--- src/ifb_pkg.sv ---
/*
 * Constants, register map and carrier types of the interrupt flag and
 * enable bank.
 * Assumes the processor core reaches the bank as special data memory
 * through a plain select, write strobe and data port on the system clock.
 */
// Operation
// RULE_01: Pin 1 edge select 00 turns the pin off, 01 catches rising, 10 falling and 11 both edges.
// RULE_02: Pin 0 edge select, the low two bits, uses the same encoding as pin 1.
// RULE_03: Unimplemented bits of the edge, primary and small third control registers read zero and ignore writes.
// RULE_04: Bit 0 of the first primary control register is the global enable and, when clear, blocks every request.
// RULE_05: A source's trigger sets its request flag to 1, and each flag pairs with a software enable.
// RULE_06: The first primary register holds time base 1, time base 0 and pin 0 flags at bits 6..4 and enables at 3..1.
// RULE_07: The second primary register holds pin 1, converter, EEPROM and group 0 flags at 7..4 and enables at 3..0.
// RULE_08: The third primary register holds serial, group 2 and group 1 flags at 6..4 and enables at 2..0.
// RULE_09: The larger variant adds a UART flag at bit 7 and enable at bit 3 of the third primary register.
// RULE_10: Three group registers each hold four timer comparator flags at 7..4 and enables at 3..0.
// RULE_11: An enable of 0 blocks its source and 1 lets it through, subject to the global enable.
// RULE_12: A set flag with a clear enable stays recorded but never raises a request.
// RULE_13: Entering a service clears the global enable, while new events still set their flags.
// RULE_14: A flag turning from 0 to 1 wakes the device, and a flag already set does not.
// RULE_15: A group flag sets while any member flag and its enable are both set, and sources win by fixed priority.
// RULE_16: All implemented bits clear to zero at reset and software can read and write each of them.
package ifb_pkg;

	// Register indices in the special data memory window.
	localparam logic [2:0] IFB_IDX_EDGE = 3'h0;
	localparam logic [2:0] IFB_IDX_CA = 3'h1;
	localparam logic [2:0] IFB_IDX_CB = 3'h2;
	localparam logic [2:0] IFB_IDX_CC = 3'h3;
	localparam logic [2:0] IFB_IDX_MFA = 3'h4;
	localparam logic [2:0] IFB_IDX_MFB = 3'h5;
	localparam logic [2:0] IFB_IDX_MFC = 3'h6;
	localparam int IFB_NREG = 7;
	localparam int IFB_NSRC = 11;

	// Implemented bit masks and the common reset value.
	localparam logic [7:0] IFB_MASK_EDGE = 8'h0f;
	localparam logic [7:0] IFB_MASK_CA = 8'h7f;
	localparam logic [7:0] IFB_MASK_CC_SMALL = 8'h77;
	localparam logic [7:0] IFB_MASK_FULL = 8'hff;
	localparam logic [7:0] IFB_FLAG_BITS = 8'hf0;
	localparam logic [7:0] IFB_RST_VAL = 8'h00;

	// Field positions.
	localparam int IFB_BIT_GLB_EN = 0;
	localparam int IFB_BIT_PIN0_SEL = 0;
	localparam int IFB_BIT_PIN1_SEL = 2;
	localparam int IFB_BIT_PIN0_F = 4;
	localparam int IFB_BIT_PIN1_F = 7;
	localparam int IFB_BIT_GRP_F = 4;
	localparam int IFB_MF_MEMBERS = 4;

	// Edge select encodings.
	localparam logic [1:0] IFB_EDGE_OFF = 2'h0;
	localparam logic [1:0] IFB_EDGE_RISE = 2'h1;
	localparam logic [1:0] IFB_EDGE_FALL = 2'h2;
	localparam logic [1:0] IFB_EDGE_BOTH = 2'h3;

	// Sources in priority order, index 0 highest: pin 0, pin 1, time
	// base 0, time base 1, converter, EEPROM, group 0, 1, 2, serial, UART.
	localparam logic [2:0] IFB_SRC_REG [IFB_NSRC] = '{3'h1, 3'h2, 3'h1,
		3'h1, 3'h2, 3'h2, 3'h2, 3'h3, 3'h3, 3'h3, 3'h3};
	localparam logic [2:0] IFB_SRC_FBIT [IFB_NSRC] = '{3'h4, 3'h7, 3'h5,
		3'h6, 3'h6, 3'h5, 3'h4, 3'h4, 3'h5, 3'h6, 3'h7};
	localparam logic [2:0] IFB_SRC_EBIT [IFB_NSRC] = '{3'h1, 3'h3, 3'h2,
		3'h3, 3'h2, 3'h1, 3'h0, 3'h0, 3'h1, 3'h2, 3'h3};

	// Peripheral event pulses, one cycle each, and the two pin levels.
	typedef struct packed {
		logic [1:0] pin;
		logic [1:0] tbase;
		logic adc;
		logic eeprom;
		logic sim;
		logic uart;
		logic [11:0] tmr;
	} ifb_evt_t;

	// Core access to the register window.
	typedef struct packed {
		logic wr;
		logic [2:0] idx;
		logic [7:0] wdata;
	} ifb_req_t;

endpackage : ifb_pkg

--- src/ifb_bank.sv ---
/*
 * Interrupt request flag and enable bank with edge qualified pins,
 * timer groups, global enable, fixed priority and wake detection.
 * Assumes all inputs are synchronous to I_CLK and that the core pulses
 * I_IRQ_ACK for one cycle when it enters the service shown on O_IRQ_VEC.
 */
`timescale 1ns/100ps
module ifb_bank #(
	parameter bit LARGE_VARIANT = 1'b1
) (
	input wire logic I_CLK,
	input wire logic I_SYS_RST,
	input wire ifb_pkg::ifb_req_t I_REG,
	input wire ifb_pkg::ifb_evt_t I_EVT,
	input wire logic I_IRQ_ACK,
	output logic [7:0] O_RDATA,
	output logic O_IRQ_REQ,
	output logic [3:0] O_IRQ_VEC,
	output logic O_WAKE
);
	import ifb_pkg::*;

	logic [7:0] regs_r [IFB_NREG];
	logic [7:0] regs_nxt [IFB_NREG];
	logic [7:0] set_v [IFB_NREG];
	logic [1:0] pin_prev_r;
	logic [IFB_NSRC-1:0] flg;
	logic [IFB_NSRC-1:0] en;
	logic [7:0] rdata_nxt;
	logic req_nxt;
	logic [3:0] vec_nxt;
	logic wake_nxt;

	// Implemented bits of each register; index 7 holds nothing.
	function automatic logic [7:0] reg_mask(input logic [2:0] idx);
		case (idx)
			IFB_IDX_EDGE: reg_mask = IFB_MASK_EDGE;
			IFB_IDX_CA: reg_mask = IFB_MASK_CA;
			IFB_IDX_CC: reg_mask = LARGE_VARIANT ? IFB_MASK_FULL :
				IFB_MASK_CC_SMALL;
			3'h7: reg_mask = IFB_RST_VAL;
			default: reg_mask = IFB_MASK_FULL;
		endcase
	endfunction : reg_mask

	// Edge qualifier shared by both external pins.
	function automatic logic edge_hit(input logic [1:0] sel,
		input logic cur, input logic prev);
		case (sel)
			IFB_EDGE_RISE: edge_hit = cur & ~prev;
			IFB_EDGE_FALL: edge_hit = ~cur & prev;
			IFB_EDGE_BOTH: edge_hit = cur ^ prev;
			default: edge_hit = 1'b0;
		endcase
	endfunction : edge_hit

	// Per-source flag and enable views, taken from the stored registers.
	always_comb begin
		for (int s = 0; s < IFB_NSRC; s++) begin
			flg[s] = regs_r[IFB_SRC_REG[s]][IFB_SRC_FBIT[s]];
			en[s] = regs_r[IFB_SRC_REG[s]][IFB_SRC_EBIT[s]];
		end
	end

	// Hardware set requests for every register bit.
	always_comb begin
		for (int r = 0; r < IFB_NREG; r++) begin
			set_v[r] = IFB_RST_VAL;
		end
		set_v[IFB_IDX_CA][IFB_BIT_PIN0_F] = edge_hit( // [RULE_02]
			regs_r[IFB_IDX_EDGE][IFB_BIT_PIN0_SEL +: 2],
			I_EVT.pin[0], pin_prev_r[0]);
		set_v[IFB_IDX_CB][IFB_BIT_PIN1_F] = edge_hit( // [RULE_01]
			regs_r[IFB_IDX_EDGE][IFB_BIT_PIN1_SEL +: 2],
			I_EVT.pin[1], pin_prev_r[1]);
		set_v[IFB_IDX_CA][6:5] = {I_EVT.tbase[1], I_EVT.tbase[0]}; // [RULE_06]
		set_v[IFB_IDX_CB][6:5] = {I_EVT.adc, I_EVT.eeprom}; // [RULE_07]
		set_v[IFB_IDX_CC][6] = I_EVT.sim; // [RULE_08]
		set_v[IFB_IDX_CC][7] = I_EVT.uart & LARGE_VARIANT; // [RULE_09]
		// Timer members land in the high nibble of each group register.
		for (int g = 0; g < 3; g++) begin
			set_v[IFB_IDX_MFA + 3'(g)][7:4] = I_EVT.tmr[g*4 +: 4]; // [RULE_10]
		end
		// Group flags follow any enabled pending member.
		set_v[IFB_IDX_CB][IFB_BIT_GRP_F] = |(regs_r[IFB_IDX_MFA][7:4] &
			regs_r[IFB_IDX_MFA][3:0]); // [RULE_15]
		set_v[IFB_IDX_CC][IFB_BIT_GRP_F] = |(regs_r[IFB_IDX_MFB][7:4] &
			regs_r[IFB_IDX_MFB][3:0]); // [RULE_15]
		set_v[IFB_IDX_CC][IFB_BIT_GRP_F+1] = |(regs_r[IFB_IDX_MFC][7:4] &
			regs_r[IFB_IDX_MFC][3:0]); // [RULE_15]
	end

	// Next register values: write, then service clears, then sets win.
	always_comb begin
		wake_nxt = 1'b0;
		for (int r = 0; r < IFB_NREG; r++) begin
			regs_nxt[r] = regs_r[r];
			if (I_REG.wr && I_REG.idx == 3'(r)) begin
				regs_nxt[r] = I_REG.wdata; // [RULE_16]
			end
			if (I_IRQ_ACK && O_IRQ_REQ) begin
				if (r == int'(IFB_IDX_CA)) begin
					regs_nxt[r][IFB_BIT_GLB_EN] = 1'b0; // [RULE_13]
				end
				if (IFB_SRC_REG[O_IRQ_VEC] == 3'(r)) begin
					regs_nxt[r][IFB_SRC_FBIT[O_IRQ_VEC]] = 1'b0;
				end
			end
			regs_nxt[r] = (regs_nxt[r] | set_v[r]) & reg_mask(3'(r)); // [RULE_03] [RULE_05]
			if (r != int'(IFB_IDX_EDGE)) begin
				wake_nxt = wake_nxt | (|(set_v[r] & ~regs_r[r] &
					IFB_FLAG_BITS & reg_mask(3'(r)))); // [RULE_14]
			end
		end
	end

	// Fixed priority pick and global gate of the service request.
	always_comb begin
		vec_nxt = 4'h0;
		for (int s = IFB_NSRC - 1; s >= 0; s--) begin
			if (flg[s] && en[s]) begin // [RULE_11] [RULE_12]
				vec_nxt = 4'(s); // [RULE_15]
			end
		end
		req_nxt = regs_r[IFB_IDX_CA][IFB_BIT_GLB_EN] & (|(flg & en)) &
			~I_IRQ_ACK; // [RULE_04]
		rdata_nxt = (I_REG.idx < 3'(IFB_NREG)) ? regs_r[I_REG.idx] :
			IFB_RST_VAL;
	end

	// State and output registers.
	always_ff @(posedge I_CLK) begin
		if (I_SYS_RST) begin
			for (int r = 0; r < IFB_NREG; r++) begin
				regs_r[r] <= IFB_RST_VAL; // [RULE_16]
			end
			pin_prev_r <= 2'h0;
			O_RDATA <= IFB_RST_VAL;
			O_IRQ_REQ <= 1'b0;
			O_IRQ_VEC <= 4'h0;
			O_WAKE <= 1'b0;
		end else begin
			regs_r <= regs_nxt;
			pin_prev_r <= I_EVT.pin;
			O_RDATA <= rdata_nxt;
			O_IRQ_REQ <= req_nxt;
			O_IRQ_VEC <= vec_nxt;
			O_WAKE <= wake_nxt;
		end
	end

	// Writes to the first primary register, excluded where it matters.
	logic wr_ca;
	assign wr_ca = I_REG.wr && I_REG.idx == IFB_IDX_CA;
endmodule : ifb_bank

--- config.mk ---
export PLATFORM = sky130hd
export DESIGN_NAME = ifb_bank
export DESIGN_NICKNAME = d
export VERILOG_FILES = /design/src/ifb_pkg.sv /design/src/ifb_bank.sv
export SDC_FILE = /design/constraint.sdc
export NUM_CORES = 1
export LEC_CHECK = 0
export ABC_AREA = 1
export BUFFER_PORTS_ARGS = -buffer_cell sky130_fd_sc_hd__buf_2
export CAP_MARGIN = 20
export CELL_PAD_IN_SITES_DETAIL_PLACEMENT = 0
export CELL_PAD_IN_SITES_GLOBAL_PLACEMENT = 1
export CORE_AREA = 2 2 111 113
export DETAILED_ROUTE_END_ITERATION = 7
export DIE_AREA = 0 0 113 115
export GPL_ROUTABILITY_DRIVEN = 1
export GPL_TIMING_DRIVEN = 1
export PLACE_DENSITY_LB_ADDON = 0.3
export SLEW_MARGIN = 10
export SYNTH_ARGS = -nofsm -noshare
export SYNTH_HDL_FRONTEND = slang
export SYNTH_SLANG_ARGS = --single-unit
--- constraint.sdc ---
create_clock -name I_CLK -period 4.65 [get_ports I_CLK]
set_clock_uncertainty 0.1 [all_clocks]
set_input_delay 0.93 -clock I_CLK [delete_from_list [all_inputs] [get_ports I_CLK]]
set_output_delay 0.93 -clock I_CLK [all_outputs]
set_load 0.02 [all_outputs]
**Word-level counts from Yosys, hierarchy flattened**

Memories as Yosys holds them, arrays and structs flattened.
Index checks and enable logic that the tools add are counted.

- Memory bits (read-only): 96
- Word-level logic and storage cells: 171
- Memories: 2
- Bits in registers: 67

Memories:

| memory | words | width | rd ports | clocked after Yosys merged registers in | write ports | RTL line | text |
|---|---|---|---|---|---|---|---|
| (no name shown) | 16 | 3 | 1 | 0 | 0 | ifb_bank.sv:105 | `if (IFB_SRC_REG[O_IRQ_VEC] == 3'(r)) begin` |
| (no name shown) | 16 | 3 | 1 | 0 | 0 | ifb_bank.sv:106 | `regs_nxt[r][IFB_SRC_FBIT[O_IRQ_VEC]] = 1'b0;` |

- $lt $le $gt $ge: 5
- Reduce and logical (&&, ||, !) cells: 37
- Mux-type cells: 43
- Bitwise operators: 51
- Eq/ne operators: 18

Operator list:

| operator | count |
|---|---|
| $mux W8 | 17 |
| $and A8 B8 Y8 | 10 |
| $not A8 Y8 | 6 |
| $or A8 B8 Y8 | 5 |
| $reduce_or A4 Y1 | 8 |
| $bmux W8 S3 | 1 |
| $mux W3 | 8 |
| $mux W4 | 6 |
| $mux W7 | 3 |
| $logic_and A1 B1 Y1 | 20 |
| $eq A3 B3 Y1 const B | 6 |
| $and A4 B4 Y4 | 4 |
| $and A7 B7 Y7 | 2 |
| $eq A3 B2 Y1 const B | 4 |
| $and A11 B11 Y11 | 1 |
| $reduce_or A11 Y1 | 1 |
| $reduce_or A9 Y1 | 1 |
| $eq A2 B2 Y1 const B | 4 |
| $not A7 Y7 | 1 |
| $or A7 B7 Y7 | 1 |
| $and A1 B1 Y1 | 6 |
| $eq A3 B1 Y1 const B | 2 |
| $logic_not A3 Y1 | 2 |
| $not A1 Y1 | 6 |
| other kinds (17) | 29 |

**Depth between registers and ports, before layout**

Gate-level depths: netlist of run 1.

- Depth in word-level cells: 13
- Gate-level depth with buffers: 11
- Gate-level depth less buffers: 11

**Least setup slack after synthesis of run 1**

Ideal clock, no wire load.

- Kind: input -> register
- Start point: input port I_EVT[18] in the netlist's numbering
- End point: register O_WAKE
- Buffers on the path: 0
- Cell stages on the path: 8
- Setup time: 0.065 ns
- Data required time: 4.485 ns
- Data arrival time: 1.949 ns
- Setup slack: 2.536 ns
- Cells stage by stage: inv_1 -> ha_1 -> or2_2 -> a21boi_0 -> nand2_1 -> nand3_1 -> nor2_1 -> nor2_1

- Cells in the longest elaborated chain, start to end: 10

RTL lines:

| what | RTL line | text |
|---|---|---|
| start: declaration | ifb_bank.sv:14 | `input wire ifb_pkg::ifb_evt_t I_EVT,` |
| $not A1 Y1 | ifb_bank.sv:51 | `IFB_EDGE_FALL: edge_hit = ~cur & prev;` |
| $and A1 B1 Y1 | ifb_bank.sv:51 |  |
| $pmux W1 S3 (*) | ifb_bank.sv:49 | `case (sel)` |
| $and A7 B7 Y7 (*) | ifb_bank.sv:111 | `wake_nxt = wake_nxt \| (\|(set_v[r] & ~regs_r[r] &` |
| $reduce_or A3 Y1 (*) | ifb_bank.sv:111 |  |
| $or A1 B1 Y1 (*) (5 in a row) | ifb_bank.sv:111 |  |
| end signal: assignment | ifb_bank.sv:148 | `O_WAKE <= wake_nxt;` |
| end: declaration | ifb_bank.sv:19 | `output logic O_WAKE` |

Mark *: on every way between the ends. The rest lies on a longest branch, timed or not.
A chain may end at the register's enable or synchronous reset.

**Worst setup path in the final report of run 1**

- Start point: input port I_SYS_RST
- End point: register O_RDATA[7]

- Cells in the longest elaborated chain, start to end: 1

RTL lines:

| what | RTL line | text |
|---|---|---|
| start: declaration | ifb_bank.sv:12 | `input wire logic I_SYS_RST,` |
| $reduce_or A2 Y1 (no source line) | n/a |  |
| end signal: assignment | ifb_bank.sv:145 | `O_RDATA <= rdata_nxt;` |
| end: declaration | ifb_bank.sv:16 | `output logic [7:0] O_RDATA,` |

Every way passes these cells.

==> impl_metrics.csv, run 1 <==
group,metric,value,unit
grt,grt_start_max_net_pins,37,
detailed_routing,drc,4,
clock_tree,cts_max_path_buffers,2,
synth,synth_cells,538,
critical_path,r2r_end,"flg[6]",
critical_path,critical-path-max-stage-delay,790,ps
floorplanning,rows,40,
clock_tree,post_cts_buffers,0,
detailed_routing,drt_first_pass_iters,7,
detailed_routing,via_count,3601,
clock_tree,cts_hold_buf,0,
detailed_routing,drtAntennaViolNets,0,
synth,synth_area,3481,um2
synth,synth_simple_gate_area_frac,0.2847,
floorplanning,die_width,113,um
outcome,violations,"design-rule violations",
final_layout,diodes,0,
place,hpwlAfterDp,9133,um
synth,yosysSeqAreaShare,0.3853,
clock_tree,cts_resized,0,
pwr,p_per_area,378.1,nW/um2
critical_path,crit_buf_inv,3,
critical_path,critPathMaxFanout,36,
final_layout,drive_gt1_frac,0.1368,
timing,rsz0062_at_grt,"no",
final_layout,layout_commonest_cell,"nand2_1",
detailed_routing,drt-vias-per-instance,4.873,
clock_tree,htreeDepth,3,
min_path,hp-start,"regs_r[8]",
min_path,hold_end,"regs_r[8]",
synth,synth_top_family_by_area,"simple AND/OR/NAND/NOR gates",
place,io_buffers,48,
grt,grt_overflow_total,0,
floorplanning,start_util,0.2947,
clock_tree,insertion_delay,340,ps
timing,finalCriticalPeriod,2675,ps
floorplanning,die_y,115,um
grt,antenna_found_initial,0,
critical_path,crit_required,4820,ps
synth,synth_compound_area_frac,0.2024,
critical_path,crit_chain,"buf_2, inv_1, o21ai_0, inv_1, o21ai_0, a31oi_1",
floorplanning,io-pin-count,49,
final_layout,area_growth,20.31,%
synth,yosys_warnings,0,
critical_path,reg2reg_from,"O_IRQ_VEC[0]",
timing,worst_pin_slew,982.7,ps
synth,synthXorXnorAreaFrac,0,
pwr,ir_drop,145.0,uV
clock_tree,clk_pin_slew,60,ps
timing,setup_viol,0,
detailed_routing,wl_per_cell,16.00,um
final_layout,layout.nets,629,
place,gp_congestion,0.8772,
timing,hold_viol_final,0,
critical_path,start_kind,"input pin",
synth,synth-adder-area-share,0.02157,
place,placed_area,3857,um2
grt,grt_pass1_wl,18020,um
place,dp_slack,1691,ps
job,cap_viol_max_count,0,
min_path,hold_depth,2,
final_layout,design_area,4188,um2
synth,yosys-mux-area-fraction,0,
min_path,min_path_type,"register to register",
synth,ys_seq_elements,67,
detailed_routing,drt_iter0_drc,178,
floorplanning,core_area,11810,um2
clock_tree,cts_root_buf,"clkbuf_16",
grt,grt_pass1_vias,3223,
critical_path,slowest_stage,"inv_1",
critical_path,critPathKind,"input pin to register",
timing,final.period_utilization,0.5753,
timing,slew_headroom,0.3442,
clock_tree,cts_tree,"done",
clock_tree,cts_buffers,9,
timing,slew_violations,0,
synth,syn-num-nets,579,
final_layout,most-common-layout-cells,"126 x nand2_1, 90 x nor2_1, 77 x inv_1, 67 x dfxtp_1, 56 x o21ai_0",
grt,grtUsageTotal,0.1860,
timing,hold_slack,392.0,ps
detailed_routing,wirelength,11830,um
timing,fin_ws,1975,ps
critical_path,cp.arrival,2840,ps
synth,avgSynthCellArea,6.470,um2
critical_path,crit_path_end_kind,"register",
critical_path,reg2regPathDepth,8,
floorplanning,die_area,13000,um2
pwr,p_leak,0.002003,uW
outcome,outcome,"finished, violations left",
critical_path,reg2reg_slack,2830,ps
timing,fin_setup_tns,0,ps
critical_path,cp_top_family,"buffers and inverters",
synth,synth_cell_types,32,
timing,max_clock_freq,373.8,MHz
clock_tree,cts.sinks,67,
## cells by family (layout without fill, tap and decap cells)
| group | count (synthesis) | after routing |
|---|---|---|
| simple gates | 245 | 245 |
| fa+ha+maj | 6 | 6 |
| buf+inv | 93 | 147 |
| compound gates | 127 | 127 |
| flops | 67 | 67 |
## metal layers
layer / part of all wire / routed length (um) / vias up / GRT usage
met1: 0.47 / 5545 / 1675 / 0.2483
met5: 0 / 0 / - / 0
li1: - / - / 1820 / -
met4: 0.010 / 119 / 0 / 0.04797
met3: 0.053 / 628 / 13 / 0.04692
met2: 0.47 / 5533 / 93 / 0.3022
## worst max-delay path by stage
stage | startpoint | end | slack, ps | cells past startpoint
CTS | I_SYS_RST | O_RDATA[7] | 2020 | 6
detailed placement | I_SYS_RST | O_RDATA[7] | 1690 | 6
global route | I_SYS_RST | O_RDATA[7] | 1800 | 6
finish | I_SYS_RST | O_RDATA[7] | 1970 | 6
global placement | I_SYS_RST | O_RDATA[7] | 1740 | 6
floorplan | I_EVT[18] | O_WAKE | 2540 | 8
## state kept, by name, summed over array words and instances (netlist names)
name        count
en             11
O_WAKE          1
regs_r         29
O_IRQ_REQ       1
O_RDATA         8
pin_prev_r      2
flg            11
O_IRQ_VEC       4
## stage by stage
step	cells	power, uW	util
after global routing	739	1645	0.3546
after floorplan	538	746.8	-
final	739	1583	0.3546
after CTS	739	1598	0.3546
after global placement	724	821.9	0.3266
after detailed placement	724	823.2	0.3266
## final cells by class
class | count | area, um2
clock buffer | 9 | 225.2
clock inverter | 6 | 105.1
fill | 1335 | 7624
inverter | 83 | 314.1
multi-input combinational | 378 | 1770
sequential | 67 | 1341
tap | 147 | 183.9
timing repair buffer | 49 | 247.7
## Yosys cell counts
library cell,n,area (um2)
inv_2,5,18.77
inv_4,1,6.260
a31oi_1,1,6.260
o21ai_1,7,35.03
nor4_1,1,6.260
nand3_1,11,55.05
nor2_1,90,337.8
inv_1,77,289.0
nand2_1,126,473.0
o211ai_1,3,22.52
a21boi_0,2,15.01
o31ai_1,8,60.06
nor4_2,1,12.51
nor2_2,3,18.77
o22ai_1,3,18.77
buf_2,2,10.01
o21bai_1,2,15.01
or2_2,3,18.77
a21oi_1,35,175.2
o21ai_0,56,280.3
ha_1,6,75.07
nand2_4,1,11.26
nand4_1,1,6.260
dfxtp_1,67,1341
nor3_1,4,20.02
clkbuf_1,6,22.52
nand3b_1,1,7.510
buf_6,2,22.52
nand2_2,2,12.51
nor2_4,1,11.26
a211oi_1,9,67.56
o221ai_1,1,8.760
## power breakdown
group	total [uW]	internal [uW]	switching, uW
Sequential	633	605	27.9
Combinational	180	59.8	120
Clock	770	517	253
## worst register-to-register path: cells and delay by family (launching register included)
family / cells / cell delay (ps)
AO/OA/AOI/OAI: 3 / 490
flip-flops: 1 / 400
adder cells (fa/ha/maj): 1 / 280
buffers and inverters: 1 / 90
AND/OR/NAND/NOR: 3 / 320
No activity file was read; power rests on OpenSTA's default activity.
==> run 2: changes to the inputs <==
==> constraint.sdc (replaced) <==
create_clock -name I_CLK -period 2.3 [get_ports I_CLK]
set_clock_uncertainty 0.1 [all_clocks]
set_input_delay 0.46 -clock I_CLK [delete_from_list [all_inputs] [get_ports I_CLK]]
set_output_delay 0.46 -clock I_CLK [all_outputs]
set_load 0.02 [all_outputs]
==> impl_metrics.csv, run 2 (synthesized netlist as in run 1, its figures left out) <==
group,metric,value,unit
timing,hold_viol_final,0,
floorplanning,die_area,13000,um2
timing,slew_headroom,0.7348,
pwr,power.switching,781.0,uW
timing,final.period_utilization,0.7537,
detailed_routing,wirelength,11740,um
place,placed_area,3895,um2
detailed_routing,drt-vias-per-instance,4.767,
pwr,p_clk_frac,0.427,
timing,rsz0062_at_grt,"no",
timing,hold_slack,242.8,ps
clock_tree,cts_tree,"done",
floorplanning,io-pin-count,49,
floorplanning,die_y,115,um
floorplanning,start_util,0.2947,
place,hpwlAfterDp,9185,um
final_layout,layout.nets,634,
grt,grt_overflow_total,0,
outcome,outcome,"finished, violations left",
timing,setup_viol,0,
final_layout,largest_register,"regs_r",
grt,antenna_found_initial,0,
min_path,hold_depth,3,
timing,max_clock_freq,576.9,MHz
critical_path,critPathKind,"register to register",
clock_tree,cts_root_buf,"clkbuf_16",
timing,worst_pin_slew,394.3,ps
place,gp_congestion,0.8515,
pwr,p_comb_frac,0.130,
critical_path,crit_path_end_kind,"register",
place,placed_cells,729,
critical_path,start_kind,"register",
detailed_routing,drc,4,
clock_tree,cts_max_path_buffers,2,
final_layout,area_growth,19.09,%
final_layout,layout_commonest_cell,"nand2_1",
clock_tree,cts.sinks,67,
timing,slew_violations,0,
clock_tree,post_cts_buffers,0,
pwr,seqPwrFrac,0.444,
critical_path,reg2regPathDepth,7,
final_layout,drive_gt1_frac,0.1361,
detailed_routing,drt_iter0_drc,222,
grt,grt_start_max_net_pins,36,
pwr,p_per_area,692.8,nW/um2
pwr,intPower,2091,uW
final_layout,diodes,0,
critical_path,critPathMaxFanout,2,
clock_tree,cts_resized,0,
grt,grt_pass1_wl,18330,um
floorplanning,rows,40,
detailed_routing,via_count,3537,
floorplanning,die_width,113,um
critical_path,crit_required,2480,ps
min_path,min_path_type,"input pin to register",
clock_tree,insertion_delay,340,ps
final_layout,largest_reg_flops,29,
job,cap_viol_max_count,0,
floorplanning,core_area,11810,um2
clock_tree,htreeDepth,3,
final_layout,design_area,4145,um2
final_layout,most-common-layout-cells,"126 x nand2_1, 90 x nor2_1, 77 x inv_1, 67 x dfxtp_1, 56 x o21ai_0",
detailed_routing,drtAntennaViolNets,0,
timing,finalCriticalPeriod,1733,ps
detailed_routing,drt_first_pass_iters,6,
grt,grtUsageTotal,0.1872,
outcome,violations,"design-rule violations",
clock_tree,cts_hold_buf,0,
pwr,fin_total_pwr,2872,uW
pwr,ir_drop,272.2,uV
timing,fin_setup_tns,0,ps
critical_path,cp.arrival,1910,ps
pwr,switching_share,0.2720,
detailed_routing,wl_per_cell,15.83,um
pwr,p_leak,0.001984,uW
final_layout,fin_cells,742,
place,io_buffers,48,
grt,grt_pass1_vias,3399,
clock_tree,clk_pin_slew,60,ps
clock_tree,cts_buffers,9,
-- run 2: cell count changes in the layout (fill, tap and decap cells not counted), sizes merged --
cell and change:
clkinv -3, buf +5, clkbuf +4, bufinv -3
-- run 2: metrics by stage --
stage	util	setup slack, ps
finish	0.3510	566.5
global route	0.3510	383.8
CTS	0.3510	569.0
detailed placement	0.3298	267.6
global placement	0.3298	272.2
floorplan	-	642.7
-- run 2: layer usage --
layer	share of wire	GRT usage	up-vias
li1	-	-	1816
met1	0.48	0.2522	1629
met2	0.46	0.3038	80
met3	0.044	0.03426	12
met4	0.015	0.06260	0
met5	0	0	-
-- run 2: layout make-up --
cell class | instances | area (um2)
clock buffer | 13 | 250.2
fill | 1330 | 7666
inverter | 83 | 314.1
multi-input combinational | 378 | 1770
sequential | 67 | 1341
tap | 147 | 183.9
timing repair buffer | 54 | 285.3
-- run 2: worst paths after layout --
kind                               startpoint          to  slack, ps
worst min-delay path                 I_EVT[6]  regs_r[14]        240
worst max-delay path            pin_prev_r[1]      O_WAKE        570
worst min register to register     regs_r[19]  regs_r[19]        390
worst max register to register  pin_prev_r[1]      O_WAKE        570
-- run 2: power by group through the flow --
stage	registers (uW)	clock network (uW)	logic, uW
6_report	1270	1230	372
5_1_grt	1280	1300	419
4_1_cts	1280	1250	373
3_5_place_dp	1300	0	371
3_3_place_gp	1300	0	367
2_1_floorplan	1290	0	218
-- run 2: worst max-delay path, cell delays in order (launching register included) --
cell      delay (ps)
dfxtp_1          310
ha_1             270
or2_2            290
a21boi_0         350
nand2_1          140
nand3_1          110
nor2_1            40
nor2_1            60
==> run 3: changes to the inputs <==
==> constraint.sdc (replaced) <==
create_clock -name I_CLK -period 1.45 [get_ports I_CLK]
set_clock_uncertainty 0.1 [all_clocks]
set_input_delay 0.29 -clock I_CLK [delete_from_list [all_inputs] [get_ports I_CLK]]
set_output_delay 0.29 -clock I_CLK [all_outputs]
set_load 0.02 [all_outputs]
==> impl_metrics.csv, run 3 (synthesized netlist as in run 1, its figures left out) <==
group,metric,value,unit
critical_path,cp.arrival,1630,ps
pwr,p_leak,0.002275,uW
floorplanning,start_util,0.2947,
detailed_routing,drc,2,
clock_tree,cts.sinks,67,
critical_path,crit_required,1570,ps
min_path,hp-start,"I_EVT[9]",
critical_path,crit_chain,"inv_4, ha_4, o21ai_2, nand2_2, nand2_4, nand2_4, o21ai_4, a21oi_1",
grt,grt_pass1_vias,3657,
clock_tree,cts_root_buf,"clkbuf_16",
place,io_buffers,48,
min_path,min_path_type,"input pin to register",
critical_path,cp_top_family,"flip-flops",
timing,slew_violations,0,
critical_path,reg2reg_slack,-50,ps
critical_path,reg2regPathDepth,8,
critical_path,critPathKind,"register to register",
place,hpwlAfterDp,9644,um
final_layout,area_growth,37.06,%
timing,slew_headroom,0.7894,
clock_tree,htreeDepth,3,
grt,grtUsageTotal,0.1988,
min_path,hold_depth,3,
critical_path,start_kind,"register",
detailed_routing,wirelength,12350,um
place,placed_cells,777,
pwr,ir_drop,393.1,uV
timing,hold_viol_final,0,
timing,worst_pin_slew,312.6,ps
final_layout,fin_cells,794,
min_path,hold_end,"regs_r[5]",
detailed_routing,drtAntennaViolNets,0,
grt,grt_pass1_wl,19640,um
clock_tree,clk_pin_slew,60,ps
final_layout,final_util,0.4039,
final_layout,largest_register,"regs_r",
grt,grt_start_max_net_pins,26,
timing,finalCriticalPeriod,1504,ps
critical_path,slowest_stage,"dfxtp_4",
critical_path,crit_top_cell,"nand2_4",
timing,rsz0062_at_grt,"yes",
timing,fin_ws,-53.52,ps
clock_tree,insertion_delay,340,ps
final_layout,most-common-layout-cells,"115 x nand2_1, 85 x nor2_1, 71 x inv_1, 59 x dfxtp_1, 54 x buf_4",
detailed_routing,drt_iter0_drc,171,
grt,antenna_found_initial,0,
critical_path,r2r_end,"flg[4]",
grt,grt_overflow_total,0,
final_layout,layout_commonest_cell,"nand2_1",
critical_path,startpoint,"O_IRQ_VEC[0]",
detailed_routing,via_count,3769,
final_layout,drive_gt1_frac,0.2782,
critical_path,reg2reg_from,"O_IRQ_VEC[0]",
critical_path,crit_buf_inv,1,
job,cap_viol_max_count,0,
final_layout,largest_reg_flops,29,
clock_tree,cts_tree,"done",
floorplanning,io-pin-count,49,
pwr,p_per_area,1015,nW/um2
clock_tree,cts_max_path_buffers,2,
final_layout,layout.nets,683,
detailed_routing,drt-vias-per-instance,4.747,
outcome,violations,"design-rule violations, negative setup slack",
timing,setup_viol,9,
detailed_routing,wl_per_cell,15.55,um
timing,final.period_utilization,1.037,
clock_tree,cts_hold_buf,0,
detailed_routing,drt_first_pass_iters,6,
place,gp_congestion,0.9010,
timing,max_clock_freq,665.1,MHz
floorplanning,rows,40,
clock_tree,cts_buffers,9,
floorplanning,die_y,115,um
critical_path,crit_path_end_kind,"register",
floorplanning,die_area,13000,um2
critical_path,critPathMaxFanout,4,
outcome,outcome,"finished, violations left",
floorplanning,core_area,11810,um2
floorplanning,die_width,113,um
critical_path,critical-path-max-stage-delay,380,ps
final_layout,diodes,0,
-- run 3: worst max-delay path by stage --
| stage | to | slack [ps] | depth (start not counted) |
|---|---|---|---|
| finish | flg[4] | -50 | 8 |
| global route | flg[3] | -140 | 8 |
| CTS | flg[8] | -60 | 11 |
| detailed placement | flg[0] | -200 | 7 |
| global placement | flg[1] | -170 | 8 |
| floorplan | flg[3] | 1 | 7 |
-- run 3: power breakdown --
group | total [uW] | internal [uW] | switching, uW | leakage (uW)
clock network | 2060 | 1250 | 809 | 0.000141
registers | 2010 | 1940 | 74.2 | 0.000554
logic | 765 | 306 | 459 | 0.00158
-- run 3: through the flow --
stage | area, um2 | hold slack [ps] | setup slack [ps] | TNS, ps | total power, uW
global placement | 4268 | 377.5 | -166.1 | -2613 | 2743
CTS | 4644 | 64.43 | -62.57 | -443.2 | 4852
detailed placement | 4268 | 378.1 | -200.3 | -3075 | 2749
finish | 4771 | 70.40 | -53.52 | -310.8 | 4843
global route | 4771 | 71.77 | -140.4 | -1127 | 5080
floorplan | 3493 | 308.1 | 1.092 | 0 | 2397
-- run 3: cell type report --
cell class,instances,area [um2]
well taps,147,183.9
flip-flops and latches,67,1356
clock inverters,4,23.77
fillers,1280,7041
multi-input cells,378,1971
inverters,83,321.6
repair buffers,103,656.9
clock buffers,12,257.7
-- run 3: worst reg2reg max path, stage by stage (launching register included) --
cell and delay (ps):
dfxtp_4 380, inv_4 40, ha_4 230, o21ai_2 130, nand2_2 80, nand2_4 120
nand2_4 90, o21ai_4 140, a21oi_1 80
-- run 3: routing by layer --
layer / GRT usage / wire, um
met5: 0 / 0
met4: 0.1000 / 487
met1: 0.2428 / 5493
met2: 0.3397 / 5919
met3: 0.03321 / 445
-- run 3: timing repair --
item,CTS,global route
setup endpoints to repair,12,12
pin swaps,11,24
resized for setup,28,32
gates cloned,0,0
buffers inserted,0,1
